==> src/core/timer_pkg.sv <==
// Package for the 8-bit timer/counter core: widths, limits, select codes,
// mode encodings and flag positions.
// Assumes every user compiles it first and refers to it by scope.
package timer_pkg;

   // Widths
   localparam int CNT_W      = 8;
   localparam int SEL_W      = 3;
   localparam int PRESCALE_W = 10;
   localparam int FLAG_W     = 2;
   localparam int COM_W      = 2;

   // Count limits and reset values
   localparam logic [CNT_W-1:0] BOTTOM_VALUE  = 8'h00;
   localparam logic [CNT_W-1:0] MAX_VALUE     = 8'hFF;
   localparam logic [CNT_W-1:0] CNT_STEP      = 8'h01;
   localparam logic [CNT_W-1:0] COUNT_RESET   = 8'h00;
   localparam logic [CNT_W-1:0] COMPARE_RESET = 8'h00;
   localparam logic [FLAG_W-1:0] FLAG_RESET   = 2'h0;
   localparam logic [FLAG_W-1:0] MASK_RESET   = 2'h0;
   localparam logic [PRESCALE_W-1:0] PRESCALE_RESET = 10'h000;
   localparam logic [PRESCALE_W-1:0] PRESCALE_STEP  = 10'h001;

   // Clock source select codes
   localparam logic [SEL_W-1:0] SEL_STOP     = 3'h0;
   localparam logic [SEL_W-1:0] SEL_DIV1     = 3'h1;
   localparam logic [SEL_W-1:0] SEL_DIV8     = 3'h2;
   localparam logic [SEL_W-1:0] SEL_DIV64    = 3'h3;
   localparam logic [SEL_W-1:0] SEL_DIV256   = 3'h4;
   localparam logic [SEL_W-1:0] SEL_DIV1024  = 3'h5;
   localparam logic [SEL_W-1:0] SEL_EXT_FALL = 3'h6;
   localparam logic [SEL_W-1:0] SEL_EXT_RISE = 3'h7;

   // Prescaler taps: tick when the masked low bits are all ones
   localparam logic [PRESCALE_W-1:0] TAP_DIV8    = 10'h007;
   localparam logic [PRESCALE_W-1:0] TAP_DIV64   = 10'h03F;
   localparam logic [PRESCALE_W-1:0] TAP_DIV256  = 10'h0FF;
   localparam logic [PRESCALE_W-1:0] TAP_DIV1024 = 10'h3FF;

   // Flag and mask bit positions
   localparam int FLAG_OVF_BIT = 0;
   localparam int FLAG_CMP_BIT = 1;

   // Compare output actions
   localparam logic [COM_W-1:0] COM_OFF    = 2'h0;
   localparam logic [COM_W-1:0] COM_TOGGLE = 2'h1;
   localparam logic [COM_W-1:0] COM_CLEAR  = 2'h2;
   localparam logic [COM_W-1:0] COM_SET    = 2'h3;

   typedef enum logic [1:0] {
      MODE_NORMAL    = 2'h0,
      MODE_PHASE_PWM = 2'h1,
      MODE_CTC       = 2'h2,
      MODE_FAST_PWM  = 2'h3
   } wave_mode_type;

   typedef enum logic {
      DIR_UP   = 1'b0,
      DIR_DOWN = 1'b1
   } dir_state_type;

endpackage

==> src/core/timer_tick_if.sv <==
// Interface between the counter core and its clock select unit.
// Assumes both ends run on the same core clock.
`timescale 1ns/100ps
`default_nettype none

interface timer_tick_if;
   logic [timer_pkg::SEL_W-1:0] sel;
   logic                        ext_pin;
   logic                        tick;

   modport selector (input sel, input ext_pin, output tick);
   modport counter  (output sel, output ext_pin, input tick);
endinterface

`default_nettype wire

==> src/core/timer_clock_select.sv <==
// Clock select unit: prescaler and external edge detector forming the tick.
// Assumes the external count pin is already synchronous to core_clk.
`timescale 1ns/100ps
`default_nettype none

module timer_clock_select (
   input  wire logic           core_clk,
   input  wire logic           resetn,
   timer_tick_if.selector      tick_bus
);

   logic [timer_pkg::PRESCALE_W-1:0] prescale_ff;
   logic                             ext_prev_ff;
   logic                             ext_rise;
   logic                             ext_fall;

   // Free-running prescaler, shared by every divided source
   always_ff @(posedge core_clk or negedge resetn) begin
      if (!resetn) begin
         prescale_ff <= timer_pkg::PRESCALE_RESET;
      end else begin
         prescale_ff <= prescale_ff + timer_pkg::PRESCALE_STEP;
      end
   end

   // Previous pin level for edge detection
   always_ff @(posedge core_clk or negedge resetn) begin
      if (!resetn) begin
         ext_prev_ff <= 1'b0;
      end else begin
         ext_prev_ff <= tick_bus.ext_pin;
      end
   end

   assign ext_rise = tick_bus.ext_pin & ~ext_prev_ff;
   assign ext_fall = ~tick_bus.ext_pin & ext_prev_ff;

   // Source and edge choice; code zero gives no tick at all
   always_comb begin
      unique case (tick_bus.sel)
         timer_pkg::SEL_STOP:     tick_bus.tick = 1'b0;
         timer_pkg::SEL_DIV1:     tick_bus.tick = 1'b1;
         timer_pkg::SEL_DIV8:     tick_bus.tick = &(prescale_ff | ~timer_pkg::TAP_DIV8);
         timer_pkg::SEL_DIV64:    tick_bus.tick = &(prescale_ff | ~timer_pkg::TAP_DIV64);
         timer_pkg::SEL_DIV256:   tick_bus.tick = &(prescale_ff | ~timer_pkg::TAP_DIV256);
         timer_pkg::SEL_DIV1024:  tick_bus.tick = &(prescale_ff | ~timer_pkg::TAP_DIV1024);
         timer_pkg::SEL_EXT_FALL: tick_bus.tick = ext_fall;
         timer_pkg::SEL_EXT_RISE: tick_bus.tick = ext_rise;
      endcase
   end
endmodule

`default_nettype wire

==> src/core/timer_counter_8bit_core.sv <==
// Top of the 8-bit timer/counter: counter, compare unit, flags, masks
// and the compare waveform flip-flop.
// Assumes all inputs are synchronous to core_clk and strobes last one cycle.
`timescale 1ns/100ps
`default_nettype none

// Behaviour
// - Counter and compare registers are eight bits wide.
// - Count from the prescaled core clock or the external count pin.
// - Clock select picks source and edge; its output is the tick.
// - With no source selected the counter does not move.
// - Compare value and counter are compared every cycle.
// - Compare writes pass through a buffer before the active value in the PWM modes; other modes write it directly.
// - Compare result drives a PWM or frequency output pin.
// - A compare match sets the compare flag, which can raise a request.
// - Every timer request shows as a bit of the flag register.
// - Each request is gated by its own mask bit.
// - Two request sources: counter overflow and compare match.
// - Bottom is signalled when the counter becomes zero.
// - Max is signalled when the counter becomes 255.
// - Top is either 255 or the compare value, by mode.
// - A mode clears the counter on compare match.
// - A phase-correct up-down PWM mode is offered.
// - Select code zero stops the timer.
// - A counter write beats any clear or count in that cycle.
// - Compare flag sets at the tick after counter equals compare.
// - Compare flag clears on interrupt taken or a one written.
module timer_counter_8bit_core (
   input  wire logic                           core_clk,
   input  wire logic                           resetn,
   input  wire logic [timer_pkg::SEL_W-1:0]    clock_source_select,
   input  wire logic                           external_count_pin,
   input  wire logic [1:0]                     wave_mode_select,
   input  wire logic [timer_pkg::COM_W-1:0]    compare_out_mode,
   input  wire logic                           force_compare,
   input  wire logic                           count_wr_en,
   input  wire logic [timer_pkg::CNT_W-1:0]    count_wr_data,
   input  wire logic                           compare_wr_en,
   input  wire logic [timer_pkg::CNT_W-1:0]    compare_wr_data,
   input  wire logic                           flag_wr_en,
   input  wire logic [timer_pkg::FLAG_W-1:0]   flag_wr_data,
   input  wire logic                           mask_wr_en,
   input  wire logic [timer_pkg::FLAG_W-1:0]   mask_wr_data,
   input  wire logic [timer_pkg::FLAG_W-1:0]   irq_ack,
   output logic      [timer_pkg::CNT_W-1:0]    timer_count_value,
   output logic      [timer_pkg::CNT_W-1:0]    compare_value_register,
   output logic      [timer_pkg::CNT_W-1:0]    compare_buffer_value,
   output logic      [timer_pkg::FLAG_W-1:0]   timer_flag_register,
   output logic      [timer_pkg::FLAG_W-1:0]   timer_mask_register,
   output logic                                overflow_irq,
   output logic                                compare_irq,
   output logic                                compare_output_pin,
   output logic                                at_bottom,
   output logic                                at_max,
   output logic                                at_top
);

   timer_pkg::wave_mode_type         mode;
   timer_pkg::dir_state_type         dir_ff;
   timer_pkg::dir_state_type         nxt_dir;
   logic [timer_pkg::CNT_W-1:0]      count_ff;
   logic [timer_pkg::CNT_W-1:0]      nxt_count;
   logic [timer_pkg::CNT_W-1:0]      cmp_active_ff;
   logic [timer_pkg::CNT_W-1:0]      cmp_buffer_ff;
   logic [timer_pkg::CNT_W-1:0]      top_value;
   logic [timer_pkg::FLAG_W-1:0]     flags_ff;
   logic [timer_pkg::FLAG_W-1:0]     nxt_flags;
   logic [timer_pkg::FLAG_W-1:0]     flag_set;
   logic [timer_pkg::FLAG_W-1:0]     flag_clr;
   logic [timer_pkg::FLAG_W-1:0]     mask_ff;
   logic                             irq_ovf_ff;
   logic                             irq_cmp_ff;
   logic                             block_ff;
   logic                             wave_ff;
   logic                             bottom_ff;
   logic                             max_ff;
   logic                             top_ff;
   logic                             tick;
   logic                             cmp_equal;
   logic                             cmp_event;
   logic                             ovf_event;
   logic                             pwm_mode;

   // Top of the count sequence for a mode
   function automatic logic [timer_pkg::CNT_W-1:0] top_of(
      input timer_pkg::wave_mode_type m,
      input logic [timer_pkg::CNT_W-1:0] cmp
   );
      top_of = (m == timer_pkg::MODE_CTC) ? cmp : timer_pkg::MAX_VALUE;
   endfunction

   // Pin level after a compare action in the non-PWM modes
   function automatic logic com_action(
      input logic [timer_pkg::COM_W-1:0] com,
      input logic cur
   );
      unique case (com)
         timer_pkg::COM_OFF:    com_action = cur;
         timer_pkg::COM_TOGGLE: com_action = ~cur;
         timer_pkg::COM_CLEAR:  com_action = 1'b0;
         timer_pkg::COM_SET:    com_action = 1'b1;
      endcase
   endfunction

   timer_tick_if tick_bus ();

   assign tick_bus.sel     = clock_source_select;
   assign tick_bus.ext_pin = external_count_pin;
   assign tick            = tick_bus.tick;

   // Tick generation lives in its own unit
   timer_clock_select u_clock_select (
      .core_clk (core_clk),
      .resetn   (resetn),
      .tick_bus (tick_bus.selector)
   );

   assign mode      = timer_pkg::wave_mode_type'(wave_mode_select);
   assign pwm_mode  = (mode == timer_pkg::MODE_PHASE_PWM) || (mode == timer_pkg::MODE_FAST_PWM);
   assign top_value = top_of(mode, cmp_active_ff);

   // Comparator sees the counter every cycle, in every mode
   assign cmp_equal = (count_ff == cmp_active_ff);
   // Match counts at the following tick unless a counter write blocked it
   assign cmp_event = tick && cmp_equal && !block_ff;

   // Overflow: wrap past max, or turn at bottom in phase-correct mode
   always_comb begin
      ovf_event = 1'b0;
      if (tick && !count_wr_en) begin
         if (mode == timer_pkg::MODE_PHASE_PWM) begin
            ovf_event = (dir_ff == timer_pkg::DIR_DOWN) && (count_ff == timer_pkg::BOTTOM_VALUE);
         end else begin
            ovf_event = (count_ff == timer_pkg::MAX_VALUE);
         end
      end
   end

   // Next count and direction; a software write overrides everything
   always_comb begin
      nxt_count = count_ff;
      nxt_dir   = dir_ff;
      if (count_wr_en) begin
         nxt_count = count_wr_data;
      end else if (tick) begin // No tick, no movement
         unique case (mode)
            timer_pkg::MODE_NORMAL, timer_pkg::MODE_FAST_PWM: begin
               nxt_count = count_ff + timer_pkg::CNT_STEP;
            end
            timer_pkg::MODE_CTC: begin
               // Clear on match gives an automatic reload
               if (cmp_equal) begin
                  nxt_count = timer_pkg::BOTTOM_VALUE;
               end else begin
                  nxt_count = count_ff + timer_pkg::CNT_STEP;
               end
            end
            timer_pkg::MODE_PHASE_PWM: begin
               // Up to top, then down to bottom
               unique case (dir_ff)
                  timer_pkg::DIR_UP: begin
                     if (count_ff == top_value) begin
                        nxt_dir   = timer_pkg::DIR_DOWN;
                        nxt_count = count_ff - timer_pkg::CNT_STEP;
                     end else begin
                        nxt_count = count_ff + timer_pkg::CNT_STEP;
                     end
                  end
                  timer_pkg::DIR_DOWN: begin
                     if (count_ff == timer_pkg::BOTTOM_VALUE) begin
                        nxt_dir   = timer_pkg::DIR_UP;
                        nxt_count = count_ff + timer_pkg::CNT_STEP;
                     end else begin
                        nxt_count = count_ff - timer_pkg::CNT_STEP;
                     end
                  end
               endcase
            end
         endcase
      end
   end

   // Counter register
   always_ff @(posedge core_clk or negedge resetn) begin
      if (!resetn) begin
         count_ff <= timer_pkg::COUNT_RESET;
      end else begin
         count_ff <= nxt_count;
      end
   end

   // Up-down state for the phase-correct mode
   always_ff @(posedge core_clk or negedge resetn) begin
      if (!resetn) begin
         dir_ff <= timer_pkg::DIR_UP;
      end else if (mode != timer_pkg::MODE_PHASE_PWM) begin
         dir_ff <= timer_pkg::DIR_UP;
      end else begin
         dir_ff <= nxt_dir;
      end
   end

   // A counter write hides any match at the next tick, even when stopped
   always_ff @(posedge core_clk or negedge resetn) begin
      if (!resetn) begin
         block_ff <= 1'b0;
      end else if (count_wr_en) begin
         block_ff <= 1'b1;
      end else if (tick) begin
         block_ff <= 1'b0;
      end
   end

   // Compare buffer always takes writes
   always_ff @(posedge core_clk or negedge resetn) begin
      if (!resetn) begin
         cmp_buffer_ff <= timer_pkg::COMPARE_RESET;
      end else if (compare_wr_en) begin
         cmp_buffer_ff <= compare_wr_data;
      end
   end

   // Active value: direct in non-PWM modes, at max in PWM modes so no odd pulses
   always_ff @(posedge core_clk or negedge resetn) begin
      if (!resetn) begin
         cmp_active_ff <= timer_pkg::COMPARE_RESET;
      end else if (!pwm_mode && compare_wr_en) begin
         cmp_active_ff <= compare_wr_data;
      end else if (pwm_mode && tick && count_ff == timer_pkg::MAX_VALUE) begin
         cmp_active_ff <= cmp_buffer_ff;
      end
   end

   // Flags: set wins over a clear in the same cycle
   always_comb begin
      flag_set = '0;
      flag_set[timer_pkg::FLAG_OVF_BIT] = ovf_event;
      flag_set[timer_pkg::FLAG_CMP_BIT] = cmp_event;
      flag_clr  = irq_ack | (flag_wr_en ? flag_wr_data : timer_pkg::FLAG_RESET);
      nxt_flags = (flags_ff & ~flag_clr) | flag_set;
   end

   always_ff @(posedge core_clk or negedge resetn) begin
      if (!resetn) begin
         flags_ff <= timer_pkg::FLAG_RESET;
      end else begin
         flags_ff <= nxt_flags;
      end
   end

   // Mask register
   always_ff @(posedge core_clk or negedge resetn) begin
      if (!resetn) begin
         mask_ff <= timer_pkg::MASK_RESET;
      end else if (mask_wr_en) begin
         mask_ff <= mask_wr_data;
      end
   end

   // Requests gated one by one; one cycle behind the flag
   always_ff @(posedge core_clk or negedge resetn) begin
      if (!resetn) begin
         irq_ovf_ff <= 1'b0;
         irq_cmp_ff <= 1'b0;
      end else begin
         irq_ovf_ff <= flags_ff[timer_pkg::FLAG_OVF_BIT] & mask_ff[timer_pkg::FLAG_OVF_BIT];
         irq_cmp_ff <= flags_ff[timer_pkg::FLAG_CMP_BIT] & mask_ff[timer_pkg::FLAG_CMP_BIT];
      end
   end

   // Waveform flip-flop; force acts only outside PWM and sets no flag
   always_ff @(posedge core_clk or negedge resetn) begin
      if (!resetn) begin
         wave_ff <= 1'b0;
      end else if (!pwm_mode) begin
         if (force_compare || cmp_event) begin
            wave_ff <= com_action(compare_out_mode, wave_ff);
         end
      end else if (compare_out_mode[1] && tick && !count_wr_en) begin
         // COM_SET inverts the sense of COM_CLEAR
         if (cmp_event) begin
            wave_ff <= compare_out_mode[0] ^ (dir_ff == timer_pkg::DIR_DOWN);
         end else if (mode == timer_pkg::MODE_FAST_PWM && count_ff == timer_pkg::MAX_VALUE) begin
            wave_ff <= ~compare_out_mode[0];
         end
      end
   end

   // Extreme-value indicators follow the counter's new value
   always_ff @(posedge core_clk or negedge resetn) begin
      if (!resetn) begin
         bottom_ff <= 1'b1;
         max_ff    <= 1'b0;
         top_ff    <= 1'b0;
      end else begin
         bottom_ff <= (nxt_count == timer_pkg::BOTTOM_VALUE);
         max_ff    <= (nxt_count == timer_pkg::MAX_VALUE);
         top_ff    <= (nxt_count == top_value);
      end
   end

   assign timer_count_value      = count_ff;
   assign compare_value_register = cmp_active_ff;
   assign compare_buffer_value   = cmp_buffer_ff;
   assign timer_flag_register    = flags_ff;
   assign timer_mask_register    = mask_ff;
   assign overflow_irq           = irq_ovf_ff;
   assign compare_irq            = irq_cmp_ff;
   assign compare_output_pin     = wave_ff;
   assign at_bottom              = bottom_ff;
   assign at_max                 = max_ff;
   assign at_top                 = top_ff;
endmodule

`default_nettype wire

==> config.mk <==
export PLATFORM = sky130hd
export DESIGN_NAME = timer_counter_8bit_core
export DESIGN_NICKNAME = d
export VERILOG_FILES = /design/src/core/timer_pkg.sv /design/src/core/timer_tick_if.sv /design/src/core/timer_clock_select.sv /design/src/core/timer_counter_8bit_core.sv
export SDC_FILE = /design/constraint.sdc
export NUM_CORES = 1
export LEC_CHECK = 0
export BUFFER_PORTS_ARGS = -buffer_cell sky130_fd_sc_hd__buf_2
export CORE_UTILIZATION = 30
export CTS_CLUSTER_SIZE = 28
export DETAILED_ROUTE_END_ITERATION = 16
export GPL_TIMING_DRIVEN = 0
export PLACE_DENSITY_LB_ADDON = 0.05
export SYNTH_ARGS = -nofsm -noshare
export SYNTH_HDL_FRONTEND = slang
export SYNTH_SLANG_ARGS = --single-unit
export TNS_END_PERCENT = 100
==> constraint.sdc <==
create_clock -name core_clk -period 3.85 [get_ports core_clk]
set_input_delay 0.9625 -clock core_clk [delete_from_list [all_inputs] [get_ports core_clk]]
set_output_delay 0.9625 -clock core_clk [all_outputs]
set_load 0.02 [all_outputs]
* After elaboration in Yosys (flattened, before gate mapping) *
Cells that the tools add are included.

storage, ports and cells
  bits in registers = 47
  bits in latches = 0
  memory bits (writable) = 0
  memory bits (read-only) = 0
  bits of input ports = 37
  output and inout port bits = 34
  logic and storage cells = 116
  memories = 0

cells by class
  add/subtract/negate cells = 3
  multiply operators = 0
  div/mod/pow operators = 0
  order comparisons = 0
  equality and inequality tests = 23
  shift-type cells = 0
  muxes and demuxes = 29
  bitwise operators = 14
  reductions and logical operators = 32

operators by type and width
  cell                                                                   count
  8-bit two-way mux                                                      8
  8-bit equality test                                                    3
  8-bit one-hot mux with 3 select lines                                  1
  8-bit equality test, second input constant                             2
  8-bit zero test                                                        2
  8-bit one-hot mux with 2 select lines                                  1
  1-bit two-way mux                                                      15
  3-bit equality test, second input constant                             4
  10-bit by 1-bit adder with 10-bit output, second input constant        1
  1-bit logical AND                                                      10
  10-bit AND reduction                                                   1
  2-bit nonzero test                                                     5
  8-bit by 1-bit adder with 8-bit output, second input constant          1
  2-bit equality test, second input constant                             4
  1-bit one-hot mux with 8 select lines                                  1
  8-bit AND reduction                                                    1
  8-bit by 1-bit subtractor with 8-bit output, second input constant     1
  3-bit by 2-bit equality test with 1-bit output, second input constant  2
  2-bit by 1-bit != test with 1-bit output, second input constant        3
  3-bit AND reduction                                                    2
  6-bit AND reduction                                                    1
  1-bit inverter                                                         5
  1-bit bitwise AND                                                      4
  2-bit by 1-bit equality test with 1-bit output, second input constant  2
  16 further kinds                                                       21

* Longest topological paths before layout *
Gate-level depths: netlist (run 1).

  word-level depth = 9
  depth in mapped cells = 14
  gate-level depth less buffers = 13

* Hierarchy *
Synthesis (run 1) repeated with hierarchy kept, for this count alone.

second synthesis, totals
  cell total of the unflattened synthesis = 352
  area, all modules = 3203.1 um^2

by module, submodules not included
  module                   instances  cells an instance  area an instance (um^2)  sequential area each (um^2)
  timer_counter_8bit_core  1          309                2693.8                   902.1
  timer_clock_select       1          43                 509.2                    275.3

* Least setup slack after synthesis (run 1) *
Ideal clock, no wire load.

  kind = in2reg
  start = in wave_mode_select[0]
  end = reg top_ff (netlist: at_top)
  setup time = 0.111 ns
  arrival time = 3.553 ns
  required time = 3.739 ns
  path slack = 0.185 ns
  cell stages on the path = 14
  path buffers = 2
  cells stage by stage = inv_1 ha_1 buf_4 nor2b_1 o22ai_1 a2111oi_4 a21o_1 buf_4 a32oi_1 a31oi_4 mux2i_1 a31oi_1 mux2_2 a2111oi_2

on the way
  word-level cells in the longest chain between the ends = 9
  elaborated cells on any way between the ends = 13
  classes of those cells = 5 x eq/ne; 6 x mux; 2 x reduce/logical

RTL lines
  what                                       RTL line                                                       text
  start, declared                            timer_counter_8bit_core.sv:33                                  input wire logic [1:0] wave_mode_select,
  2-bit equality test                        timer_counter_8bit_core.sv:89, timer_counter_8bit_core.sv:146
  8-bit two-way mux                          timer_counter_8bit_core.sv:89                                  top_of = (m == timer_pkg::MODE_CTC) ? cmp : timer_pkg::MAX_VALUE;
  8-bit equality test                        timer_counter_8bit_core.sv:162                                 if (count_ff == top_value) begin
  8-bit two-way mux                          timer_counter_8bit_core.sv:162
  8-bit one-hot mux with 2 select lines      timer_counter_8bit_core.sv:160                                 unique case (dir_ff)
  8-bit one-hot mux with 3 select lines (*)  timer_counter_8bit_core.sv:146                                 unique case (mode)
  8-bit two-way mux (*)                      timer_counter_8bit_core.sv:145                                 end else if (tick) begin
  8-bit two-way mux (*)                      timer_counter_8bit_core.sv:143                                 if (count_wr_en) begin
  via nxt_count, one bit                     timer_counter_8bit_core.sv:62                                  logic [timer_pkg::CNT_W-1:0] nxt_count;
  8-bit equality test (*)                    timer_counter_8bit_core.sv:298                                 top_ff <= (nxt_count == top_value);
  end signal, assigned                       timer_counter_8bit_core.sv:298
  end, declared                              timer_counter_8bit_core.sv:77                                  logic top_ff;

Mark *: on every way through the listed nets, which the timed path passes. The rest lies on a longest branch.
A chain may end at the register's enable or synchronous reset.

* Final worst setup path (run 1) *
  start = in wave_mode_select[0]
  end = reg top_ff (netlist: at_top)

on the way
  word-level cells in the longest chain between the ends = 9
  elaborated cells on any way between the ends = 13
  classes of those cells = 5 x eq/ne; 6 x mux; 2 x reduce/logical

RTL lines
  what                                   RTL line
  2-bit equality test                    timer_counter_8bit_core.sv:89, timer_counter_8bit_core.sv:146
  8-bit two-way mux                      timer_counter_8bit_core.sv:89
  8-bit equality test                    timer_counter_8bit_core.sv:162
  8-bit two-way mux                      timer_counter_8bit_core.sv:162
  8-bit one-hot mux with 2 select lines  timer_counter_8bit_core.sv:160
  8-bit one-hot mux with 3 select lines  timer_counter_8bit_core.sv:146
  8-bit two-way mux                      timer_counter_8bit_core.sv:145
  8-bit two-way mux                      timer_counter_8bit_core.sv:143
  8-bit equality test (*)                timer_counter_8bit_core.sv:298

Every way passes the cells marked *; elsewhere a longest branch is shown, timed or not.

==> implementation parameters, run 1 <==
Parameter                              Value

Status
  Status    finished, final reports clean

Clock tree
  Clock tree from TritonCTS    yes
  H-tree lvl count    2
  Clock root buffer master    clkbuf_8
  Buffers from clock root to sink, at most    2
  Sink count of the clock tree    47
  Total clock buffers created by CTS    5
  Clock Pin Slew Worst Setup and Hold Paths    0.10 ns
  Number of buffers added to fix hold violations after cts    0
  Clock insertion delay at the later pin of the skew report    0.31 ns

Worst setup path
  Worst setup endpoint    at_top$_DFF_PN0_
  Largest driver fanout on the critical path    10
  CP endpoint kind    register
  Worst Setup SP    wave_mode_select[0]
  Worst R2R Path Depth    12
  Required time at the endpoint of the critical path    4.05 ns
  Startpoint type of the worst setup path    input port
  Worst reg2reg startpoint    compare_value_register[0]$_DFFE_PN0P_
  Start-to-end type of the worst setup path    in -> reg
  Arrival time at the worst endpoint    3.87 ns
  Setup slack of the worst register-to-register path    0.24 ns
  Capture point of the worst reg-to-reg path    at_bottom$_DFF_PN1_

Floorplan
  Die W    107 µm
  Die area    0.0114 mm²
  Starting density of the core    31.4%
  # rows    37
  Die height    107 µm
  Core outline area    0.0105 mm²
  I/O pin total    71

Global routing
  Antenna violations before repair    0
  Maximum number of pins on one net before global-route repair    48
  First-pass GRT wire length    15.0 mm
  Total routing usage reported by global routing    17.1%
  GRT Residual Overflow    0
  Vias in the first global route    2722

Pwr
  Ratio of total power to cell area    342 mW/mm²
  Part of the power in the clock network    23.1%
  IR drop worst, VDD    0.000141 V
  Share of power burned in registers    42.9%
  Int Pwr    0.854 mW
  Switching power    0.509 mW
  Combinational fraction of design power    34.0%
  Net Sw Frac    37.4%
  LEAKAGE    1.77 nW

Cells and area
  Antenna fix cells    0
  Final net count    472
  Most frequent standard cell in the layout excluding fill and tap cells    buf_2
  Share of final-layout standard cells stronger than drive strength 1    32.7%
  Signed area change from the synthesized netlist to the final layout    21.4%
  Top library cells by usage in the layout, fill and taps aside    buf_2, dfrtp_1, nor2_1

Synthesis
  Biggest area consumer among synthesized cells    dfrtp_1
  Number of nets in the synthesized netlist    390
  Area of the mapped netlist    0.00328 mm²
  Area share of the largest cell type after synthesis    35.1%
  Distinct cells, synth    81
  Proportion of synthesized flip-flops having asynchronous set or reset    100%
  Number of register bits inferred by synthesis    47
  Mean cell area of the mapped netlist    9.51 µm²
  Largest cells by area after synthesis    dfrtp_1, xnor2_1, mux2i_1, nor2_1, mux2_2
  Post-synthesis cell count    345
  Commonest register cell after synthesis    dfrtp_1
  Register area share after synthesis    35.9%
  Number of enable flip-flop cells after synthesis    0
  Count of yosys warnings during synthesis    0

Min path
  Class of the worst hold path    reg -> reg

Detailed routing
  Initial DRT Pass Iterations    4
  Routed via count    2853
  Number of DRC markers after the initial detailed-route iteration    123
  Routed vias/inst    5.06
  Average wire per standard cell    16.5 µm
  Remaining routing DRC violations    0
  Residual antenna-violating net count after detailed routing    0
  Wirelength, routed    9.30 mm

Place
  HPWL after detailed placement    6.97 mm
  Port buffer count    69
  Gpl congestion    0.834

Timing
  Post-route clock skew    0.0106 ns
  Maximum operating frequency    272 MHz
  Final slew viol count    0
  Setup repair after global routing missed its margin    no
  Worst slew slack as a fraction of its limit    27.6%
  Final period util    95.4%
  Clock period minus worst slack    3.67 ns
  Worst hold slack    0.454 ns
  Setup violations, final    0
  Worst Tran Pin Value    1.09 ns
  Aggregate negative setup slack    0 ns
  Number of endpoints with negative hold slack in the final report    0

Run
  Count of max-cap constraint violations    0
[cell usage after synthesis, types with 3 or more instances]
master,count
nor2b_1,5
clkbuf_1,6
xor2_1,4
ha_1,8
nand3b_1,3
a22oi_1,3
nand2b_1,5
nor3b_1,4
nor3_1,5
nand2_1,31
mux2i_1,13
nor4b_1,3
dfrtp_1,46
nand4_1,3
a31oi_1,4
buf_6,4
inv_2,3
nor2_1,34
mux2_2,11
o21ai_0,13
xnor2_1,20
a21oi_1,19
inv_1,15
nand3_1,8
nor4_1,3
a21o_1,3
nand4b_1,3
[area by class of cell]
| type | instances | area [µm²] |
|---|---|---|
| Timing Repair Buffer | 75 | 394 |
| Tap cell | 136 | 170 |
| Clock buffer | 5 | 68.8 |
| Buffer | 17 | 133 |
| Inverter | 19 | 71.3 |
| Sequential cell | 47 | 1180 |
| Clock inverter | 3 | 22.5 |
| Fill cell | 1123 | 6480 |
| Multi-Input combinational cell | 262 | 1950 |
[registers in the layout, indices dropped and copies added (netlist names), 2 cells and up]
name,count
timer_mask_register,2
compare_buffer_value,8
timer_count_value,8
compare_value_register,8
u_clock_select.prescale_ff,10
timer_flag_register,2
[per-layer routing]
layer | up-vias | wire length [µm] | global-route usage (%)
met2 | 66 | 4190 | 26.5
met4 | 0 | 53 | 3.82
li1 | 1399 | - | -
met5 | - | 0 | 0
met3 | 4 | 323 | 2.49
met1 | 1384 | 4730 | 25.1
[timing repair]
action	CTS	global route
resized for setup	2	9
cloned	0	0
endpoints found under the setup margin	3	3
pin swaps	3	2
buffers inserted	4	2
[per-stage QoR]
stage / worst slack [ns] / instances / area, µm² / power [mW] / util [%]
global placement: -0.642 / 550 / 3800 / 1.03 / 36.3
detailed placement: -0.602 / 550 / 3800 / 1.04 / 36.3
floorplan: 0.185 / 345 / 3280 / 0.884 / -
global route: 0.00816 / 564 / 3980 / 1.45 / 38.1
finish: 0.177 / 564 / 3980 / 1.36 / 38.1
CTS: 0.0123 / 562 / 3920 / 1.37 / 37.5
[worst min path at each step]
| stage | start | end | slack (ns) | cells after the start |
|---|---|---|---|---|
| after detailed placement | u_clock_select.prescale_ff[0]$_DFF_PN0_ | u_clock_select.prescale_ff[0]$_DFF_PN0_ | 0.44 | 1 |
| after CTS | u_clock_select.prescale_ff[0]$_DFF_PN0_ | u_clock_select.prescale_ff[0]$_DFF_PN0_ | 0.46 | 1 |
| after floorplan | u_clock_select.prescale_ff[0]$_DFF_PN0_ | u_clock_select.prescale_ff[0]$_DFF_PN0_ | 0.42 | 1 |
| final | u_clock_select.prescale_ff[0]$_DFF_PN0_ | u_clock_select.prescale_ff[0]$_DFF_PN0_ | 0.45 | 1 |
| after global routing | u_clock_select.prescale_ff[0]$_DFF_PN0_ | u_clock_select.prescale_ff[0]$_DFF_PN0_ | 0.48 | 1 |
| after global placement | u_clock_select.prescale_ff[0]$_DFF_PN0_ | u_clock_select.prescale_ff[0]$_DFF_PN0_ | 0.44 | 1 |
[power groups by stage]
stage	Combinational [mW]	Sequential [mW]	Clock, mW
after global placement	0.441	0.594	0
final	0.463	0.585	0.315
after floorplan	0.260	0.624	0
after CTS	0.452	0.586	0.332
after detailed placement	0.441	0.596	0
after global routing	0.506	0.593	0.350
[logic make-up after synthesis]
group / count (synthesis) / synth area share (%)
XOR/XNOR: 24 / 6.41
adder cells (fa/ha/maj): 8 / 3.05
flip-flops: 47 / 35.9
multiplexers: 25 / 8.20
AND/OR/NAND/NOR: 128 / 21.3
buffers and inverters: 36 / 5.95
AO/OA/AOI/OAI: 77 / 19.2
[critical path, cell delays in order]
cell       delay [ns]
buf_2            0.12
inv_1            0.09
ha_4             0.17
buf_6            0.13
nor2b_4          0.18
o22ai_2          0.12
a2111oi_4        0.36
buf_4            0.19
a21oi_2          0.10
o32ai_2          0.28
a22oi_1          0.12
o221ai_1         0.22
o21ai_2          0.16
mux2_2           0.32
a2111oi_2        0.35
Power figures use the tool's default switching activity.
==> run 2, diff against run 1 <==
- ABC_AREA: default -> 1
- SLEW_MARGIN: default -> 20
==> implementation parameters, run 2 <==
Parameter                              Value

Detailed routing
  Wirelength, routed    8.65 mm
  Routed vias/inst    4.54
  Number of DRC markers after the initial detailed-route iteration    159
  Routed via count    2980
  Initial DRT Pass Iterations    8
  Remaining routing DRC violations    0
  Average wire per standard cell    13.2 µm
  Residual antenna-violating net count after detailed routing    0

Cells and area
  Flip-flop count of the largest register after layout    10
  Top library cells by usage in the layout, fill and taps aside    nand2_1, buf_2, inv_1
  Final net count    565
  Fillers    1157
  Biggest register    u_clock_select.prescale_ff
  Antenna fix cells    0
  Most frequent standard cell in the layout excluding fill and tap cells    nand2_1
  Signed area change from the synthesized netlist to the final layout    20.0%
  Share of final-layout standard cells stronger than drive strength 1    22.5%

Floorplan
  Starting density of the core    30.7%
  Die area    0.0109 mm²
  # rows    37
  Die height    105 µm
  Core outline area    0.0103 mm²
  I/O pin total    71
  Die W    105 µm

Run
  Count of max-cap constraint violations    0

Clock tree
  Clock tree from TritonCTS    yes
  Clock Pin Slew Worst Setup and Hold Paths    0.10 ns
  Clock root buffer master    clkbuf_8
  Count of instances resized after the clock tree is built    0
  Clock insertion delay at the later pin of the skew report    0.32 ns
  H-tree lvl count    2
  Sink count of the clock tree    47
  Number of buffers added to fix hold violations after cts    0
  # Post-CTS Setup Buffers    0
  Total clock buffers created by CTS    5
  Buffers from clock root to sink, at most    2

Synthesis
  Number of enable flip-flop cells after synthesis    0
  Area of the mapped netlist    0.00315 mm²
  Largest cells by area after synthesis    dfrtp_1, nand2_1, inv_1, nand3_1, nor2_1
  Commonest register cell after synthesis    dfrtp_1
  Synth cell count leaders    nand2_1, inv_1, dfrtp_1
  Count of yosys warnings during synthesis    0
  Post-synthesis cell count    444
  Biggest area consumer among synthesized cells    dfrtp_1
  Distinct cells, synth    34
  Proportion of synthesized flip-flops having asynchronous set or reset    100%
  Most numerous cell in the Yosys netlist    nand2_1
  Register area share after synthesis    37.3%
  Mean cell area of the mapped netlist    7.10 µm²
  Number of register bits inferred by synthesis    47
  Number of nets in the synthesized netlist    489
  Area share of the largest cell type after synthesis    36.5%

Worst setup path
  Start-to-end type of the worst setup path    in -> reg
  CP endpoint kind    register
  Arrival time at the worst endpoint    3.14 ns
  CP bufs+invs    4
  Worst path cell trace    buf_2 -> inv_1 -> ha_1 -> buf_6 -> buf_6 -> nand3_1 -> nand2_1 -> nor2_1 -> nand2_1 -> o21ai_4 -> nand2_2 -> nand2_1 -> nand2_1 -> nand2_1 -> nand2_1 -> nand2_1 -> nand3_1 -> nor2_1 -> nand2_1 -> nor2_2
  Required time at the endpoint of the critical path    4.10 ns
  Startpoint type of the worst setup path    input port
  Largest driver fanout on the critical path    10
  Slowest stage cell on the critical path    o21ai_4
  Crit path max-delay family    simple AND/OR/NAND/NOR gates
  Largest incremental delay on the critical path    0.26 ns
  Crit path top cell by count    nand2_1

Pwr
  IR drop worst, VDD    0.000120 V
  LEAKAGE    2.07 nW
  Total design power    1.41 mW
  Ratio of total power to cell area    374 mW/mm²

Global routing
  Vias in the first global route    2961
  Antenna violations before repair    0
  GRT Residual Overflow    0
  Maximum number of pins on one net before global-route repair    48
  First-pass GRT wire length    14.6 mm
  Total routing usage reported by global routing    16.9%

Place
  Port buffer count    69
  HPWL after detailed placement    6.87 mm
  Gpl congestion    0.827

Min path
  Class of the worst hold path    reg -> reg

Timing
  Number of endpoints with negative hold slack in the final report    0
  Post-route clock skew    0.0129 ns
  Setup repair after global routing missed its margin    no
  Aggregate negative setup slack    0 ns
  Maximum operating frequency    345 MHz
  Clock period minus worst slack    2.90 ns
  Final period util    75.3%
  Setup violations, final    0
  Worst slew slack as a fraction of its limit    58.4%
  Worst Tran Pin Value    0.624 ns
  Final slew viol count    0

Status
  Status    finished, final reports clean
[run 2: routing by layer]
layer | GRT usage, % | part of all wire (%) | routed length (µm)
met3 | 3.45 | 4.5 | 389
met5 | 0 | 0 | 0
met2 | 28.1 | 47 | 4030
met1 | 21.8 | 47 | 4080
met4 | 5.92 | 1.7 | 147
[run 2: cell type report]
| cell class | count | area (µm²) | area share (%) |
|---|---|---|---|
| inverters | 73 | 274 | 7.24 |
| plain buffers | 12 | 68.8 | 1.82 |
| repair buffers | 69 | 348 | 9.19 |
| clock inverters | 3 | 43.8 | 1.16 |
| multi-input cells | 312 | 1630 | 43.2 |
| flip-flops and latches | 47 | 1180 | 31.1 |
| clock buffers | 5 | 68.8 | 1.82 |
| well taps | 136 | 170 | 4.50 |
[run 2: path summary, 6_finish.rpt]
| check | start | to | slack [ns] | cells past startpoint |
|---|---|---|---|---|
| setup / recovery | wave_mode_select[0] | at_top$_DFF_PN0_ | 0.95 | 20 |
| hold / removal | u_clock_select.prescale_ff[0]$_DFF_PN0_ | u_clock_select.prescale_ff[0]$_DFF_PN0_ | 0.45 | 1 |
| setup reg to reg | timer_count_value[0]$_DFF_PN0_ | at_top$_DFF_PN0_ | 1.46 | 17 |
| hold reg to reg | u_clock_select.prescale_ff[0]$_DFF_PN0_ | u_clock_select.prescale_ff[0]$_DFF_PN0_ | 0.45 | 1 |
| max in group asynchronous | resetn | compare_value_register[1]$_DFFE_PN0P_ | 2.77 | 1 |
| min in group asynchronous | resetn | timer_count_value[4]$_DFF_PN0_ | 0.65 | 1 |
[run 2: logic make-up (layout without fill, tap and decap cells)]
logic type               after synthesis  count (layout)  synth area share, %
AND/OR/NAND/NOR                      223             223                 31.5
flip-flops                            47              47                 37.3
multiplexers                           2               2                0.714
adder cells (fa/ha/maj)                8               8                 3.17
AO/OA/AOI/OAI                         58              58                 10.5
buffers and inverters                 85             162                 10.9
XOR/XNOR                              21              21                 5.83
[run 2: where the power goes]
part | switching, mW | internal (mW)
registers | 0.0400 | 0.535
logic | 0.300 | 0.160
clock network | 0.186 | 0.194
[run 2: stage by stage]
step | instance area, µm² | hold WS [ns] | utilization (%) | instances | setup slack [ns]
global placement | 3670 | 0.440 | 35.7 | 649 | 0.620
CTS | 3780 | 0.457 | 36.8 | 657 | 0.929
global route | 3780 | 0.498 | 36.8 | 657 | 0.702
detailed placement | 3670 | 0.443 | 35.7 | 649 | 0.607
floorplan | 3150 | 0.423 | - | 444 | 1.20
finish | 3780 | 0.450 | 36.8 | 657 | 0.953
==> run 3, diff against run 2 <==
- clock period: 3.85 -> 2.9 ns (I/O delays scaled with it)
==> implementation parameters, run 3 (synthesis gave the netlist of run 2 again) <==
Parameter                              Value

Pwr
  Part of the power in the clock network    26.8%
  Int Pwr    1.18 mW
  IR drop worst, VDD    0.000159 V
  Net Sw Frac    37.2%
  LEAKAGE    2.07 nW
  Switching power    0.698 mW
  Combinational fraction of design power    32.5%
  Share of power burned in registers    40.7%
  Ratio of total power to cell area    496 mW/mm²

Cells and area
  Flip-flop count of the largest register after layout    10
  Signed area change from the synthesized netlist to the final layout    20.0%
  Final net count    565
  Top library cells by usage in the layout, fill and taps aside    nand2_1, buf_2, inv_1
  Antenna fix cells    0
  Most frequent standard cell in the layout excluding fill and tap cells    nand2_1
  Share of final-layout standard cells stronger than drive strength 1    22.5%
  Area of combinational cells with multiple inputs    0.00163 mm²
  Finished layout cell area    0.00378 mm²
  Biggest register    u_clock_select.prescale_ff
  Final cell count without fillers    657
  Fillers    1157
  Total area of sequential cells    0.00118 mm²

Worst setup path
  Required time at the endpoint of the critical path    3.15 ns
  CP endpoint kind    register
  Startpoint type of the worst setup path    input port
  Largest driver fanout on the critical path    10
  Arrival time at the worst endpoint    2.88 ns
  Start-to-end type of the worst setup path    in -> reg

Timing
  Aggregate negative setup slack    0 ns
  Maximum operating frequency    380 MHz
  Final slew viol count    0
  Clock period minus worst slack    2.63 ns
  Worst slew slack as a fraction of its limit    58.4%
  Setup violations, final    0
  Setup repair after global routing missed its margin    no
  Final period util    90.8%
  Worst Tran Pin Value    0.624 ns
  Number of endpoints with negative hold slack in the final report    0
  Post-route clock skew    0.0129 ns

Floorplan
  Starting density of the core    30.7%
  # rows    37
  Die W    105 µm
  Die area    0.0109 mm²
  Core outline area    0.0103 mm²
  Die height    105 µm
  I/O pin total    71

Clock tree
  # Post-CTS Setup Buffers    0
  Clock Pin Slew Worst Setup and Hold Paths    0.10 ns
  Clock root buffer master    clkbuf_8
  Sink count of the clock tree    47
  Count of instances resized after the clock tree is built    0
  H-tree lvl count    2
  Number of buffers added to fix hold violations after cts    0
  Clock insertion delay at the later pin of the skew report    0.32 ns
  Total clock buffers created by CTS    5
  Clock tree from TritonCTS    yes
  Buffers from clock root to sink, at most    2

Detailed routing
  Initial DRT Pass Iterations    6
  Number of DRC markers after the initial detailed-route iteration    159
  Wirelength, routed    8.65 mm
  Routed via count    2981
  Residual antenna-violating net count after detailed routing    0
  Routed vias/inst    4.54
  Average wire per standard cell    13.2 µm
  Remaining routing DRC violations    0

Status
  Status    finished, final reports clean

Global routing
  Maximum number of pins on one net before global-route repair    48
  Total routing usage reported by global routing    16.9%
  Antenna violations before repair    0
  GRT Residual Overflow    0
  Vias in the first global route    2961
  First-pass GRT wire length    14.6 mm

Place
  HPWL after detailed placement    6.87 mm
  Gpl congestion    0.827
  DP Cell Count    649
  Standard cell area after detailed placement    0.00367 mm²
  Port buffer count    69

Min path
  Class of the worst hold path    in -> async

Run
  Count of max-cap constraint violations    0
[run 3: cell counts in the layout (fill, tap and decap cells not counted)]
Identical to the previous run, type by type.
[run 3: metrics by stage]
| stage | total power, mW | hold WS (ns) | util (%) | worst slack, ns |
|---|---|---|---|---|
| final | 1.88 | 0.413 | 36.8 | 0.267 |
| after global routing | 2.02 | 0.457 | 36.8 | 0.00548 |
| after CTS | 1.91 | 0.436 | 36.8 | 0.217 |
| after detailed placement | 1.39 | 0.443 | 35.7 | -0.105 |
| after global placement | 1.39 | 0.440 | 35.7 | -0.0924 |
| after floorplan | 1.19 | 0.423 | - | 0.490 |
[run 3: critical path, cell delays in order]
cell,delay (ns)
buf_2,0.11
inv_1,0.04
ha_1,0.20
buf_6,0.14
buf_6,0.14
nand3_1,0.09
nand2_1,0.06
nor2_1,0.13
nand2_1,0.14
o21ai_4,0.24
nand2_2,0.12
nand2_1,0.07
nand2_1,0.07
nand2_1,0.10
nand2_1,0.06
nand2_1,0.06
nand3_1,0.11
nor2_1,0.12
nand2_1,0.07
nor2_2,0.08
[run 3: power groups by stage]
stage | clock, mW | combinational (mW) | sequential, mW
final | 0.504 | 0.610 | 0.764
after global routing | 0.548 | 0.692 | 0.775
after CTS | 0.528 | 0.618 | 0.765
after detailed placement | 0 | 0.616 | 0.778
after global placement | 0 | 0.614 | 0.776
after floorplan | 0 | 0.353 | 0.835
[run 3: final timing paths]
path / from / end / cells after the start / slack, ns
setup / recovery: wave_mode_select[0] / at_top$_DFF_PN0_ / 20 / 0.27
hold / removal: resetn / timer_count_value[4]$_DFF_PN0_ / 1 / 0.41
setup reg to reg: timer_count_value[0]$_DFF_PN0_ / at_top$_DFF_PN0_ / 17 / 0.51
hold reg to reg: u_clock_select.prescale_ff[0]$_DFF_PN0_ / u_clock_select.prescale_ff[0]$_DFF_PN0_ / 1 / 0.45
max in group asynchronous: resetn / compare_value_register[1]$_DFFE_PN0P_ / 1 / 2.06
min in group core_clk: u_clock_select.prescale_ff[0]$_DFF_PN0_ / u_clock_select.prescale_ff[0]$_DFF_PN0_ / 1 / 0.45
[run 3: layer usage]
| layer | global-route usage, % | routed length (µm) | up-vias |
|---|---|---|---|
| met3 | 3.45 | 402 | 9 |
| met1 | 21.8 | 4070 | 1361 |
| met2 | 28.1 | 4030 | 60 |
| li1 | - | - | 1551 |
| met5 | 0 | 0 | - |
| met4 | 5.92 | 147 | 0 |
[run 3: final cells by class]
| cell class | instances | share of cell area (%) |
|---|---|---|
| repair buffers | 69 | 9.19 |
| plain buffers | 12 | 1.82 |
| clock buffers | 5 | 1.82 |
| flip-flops and latches | 47 | 31.1 |
| inverters | 73 | 7.24 |
| well taps | 136 | 4.50 |
| multi-input cells | 312 | 43.2 |
| clock inverters | 3 | 1.16 |
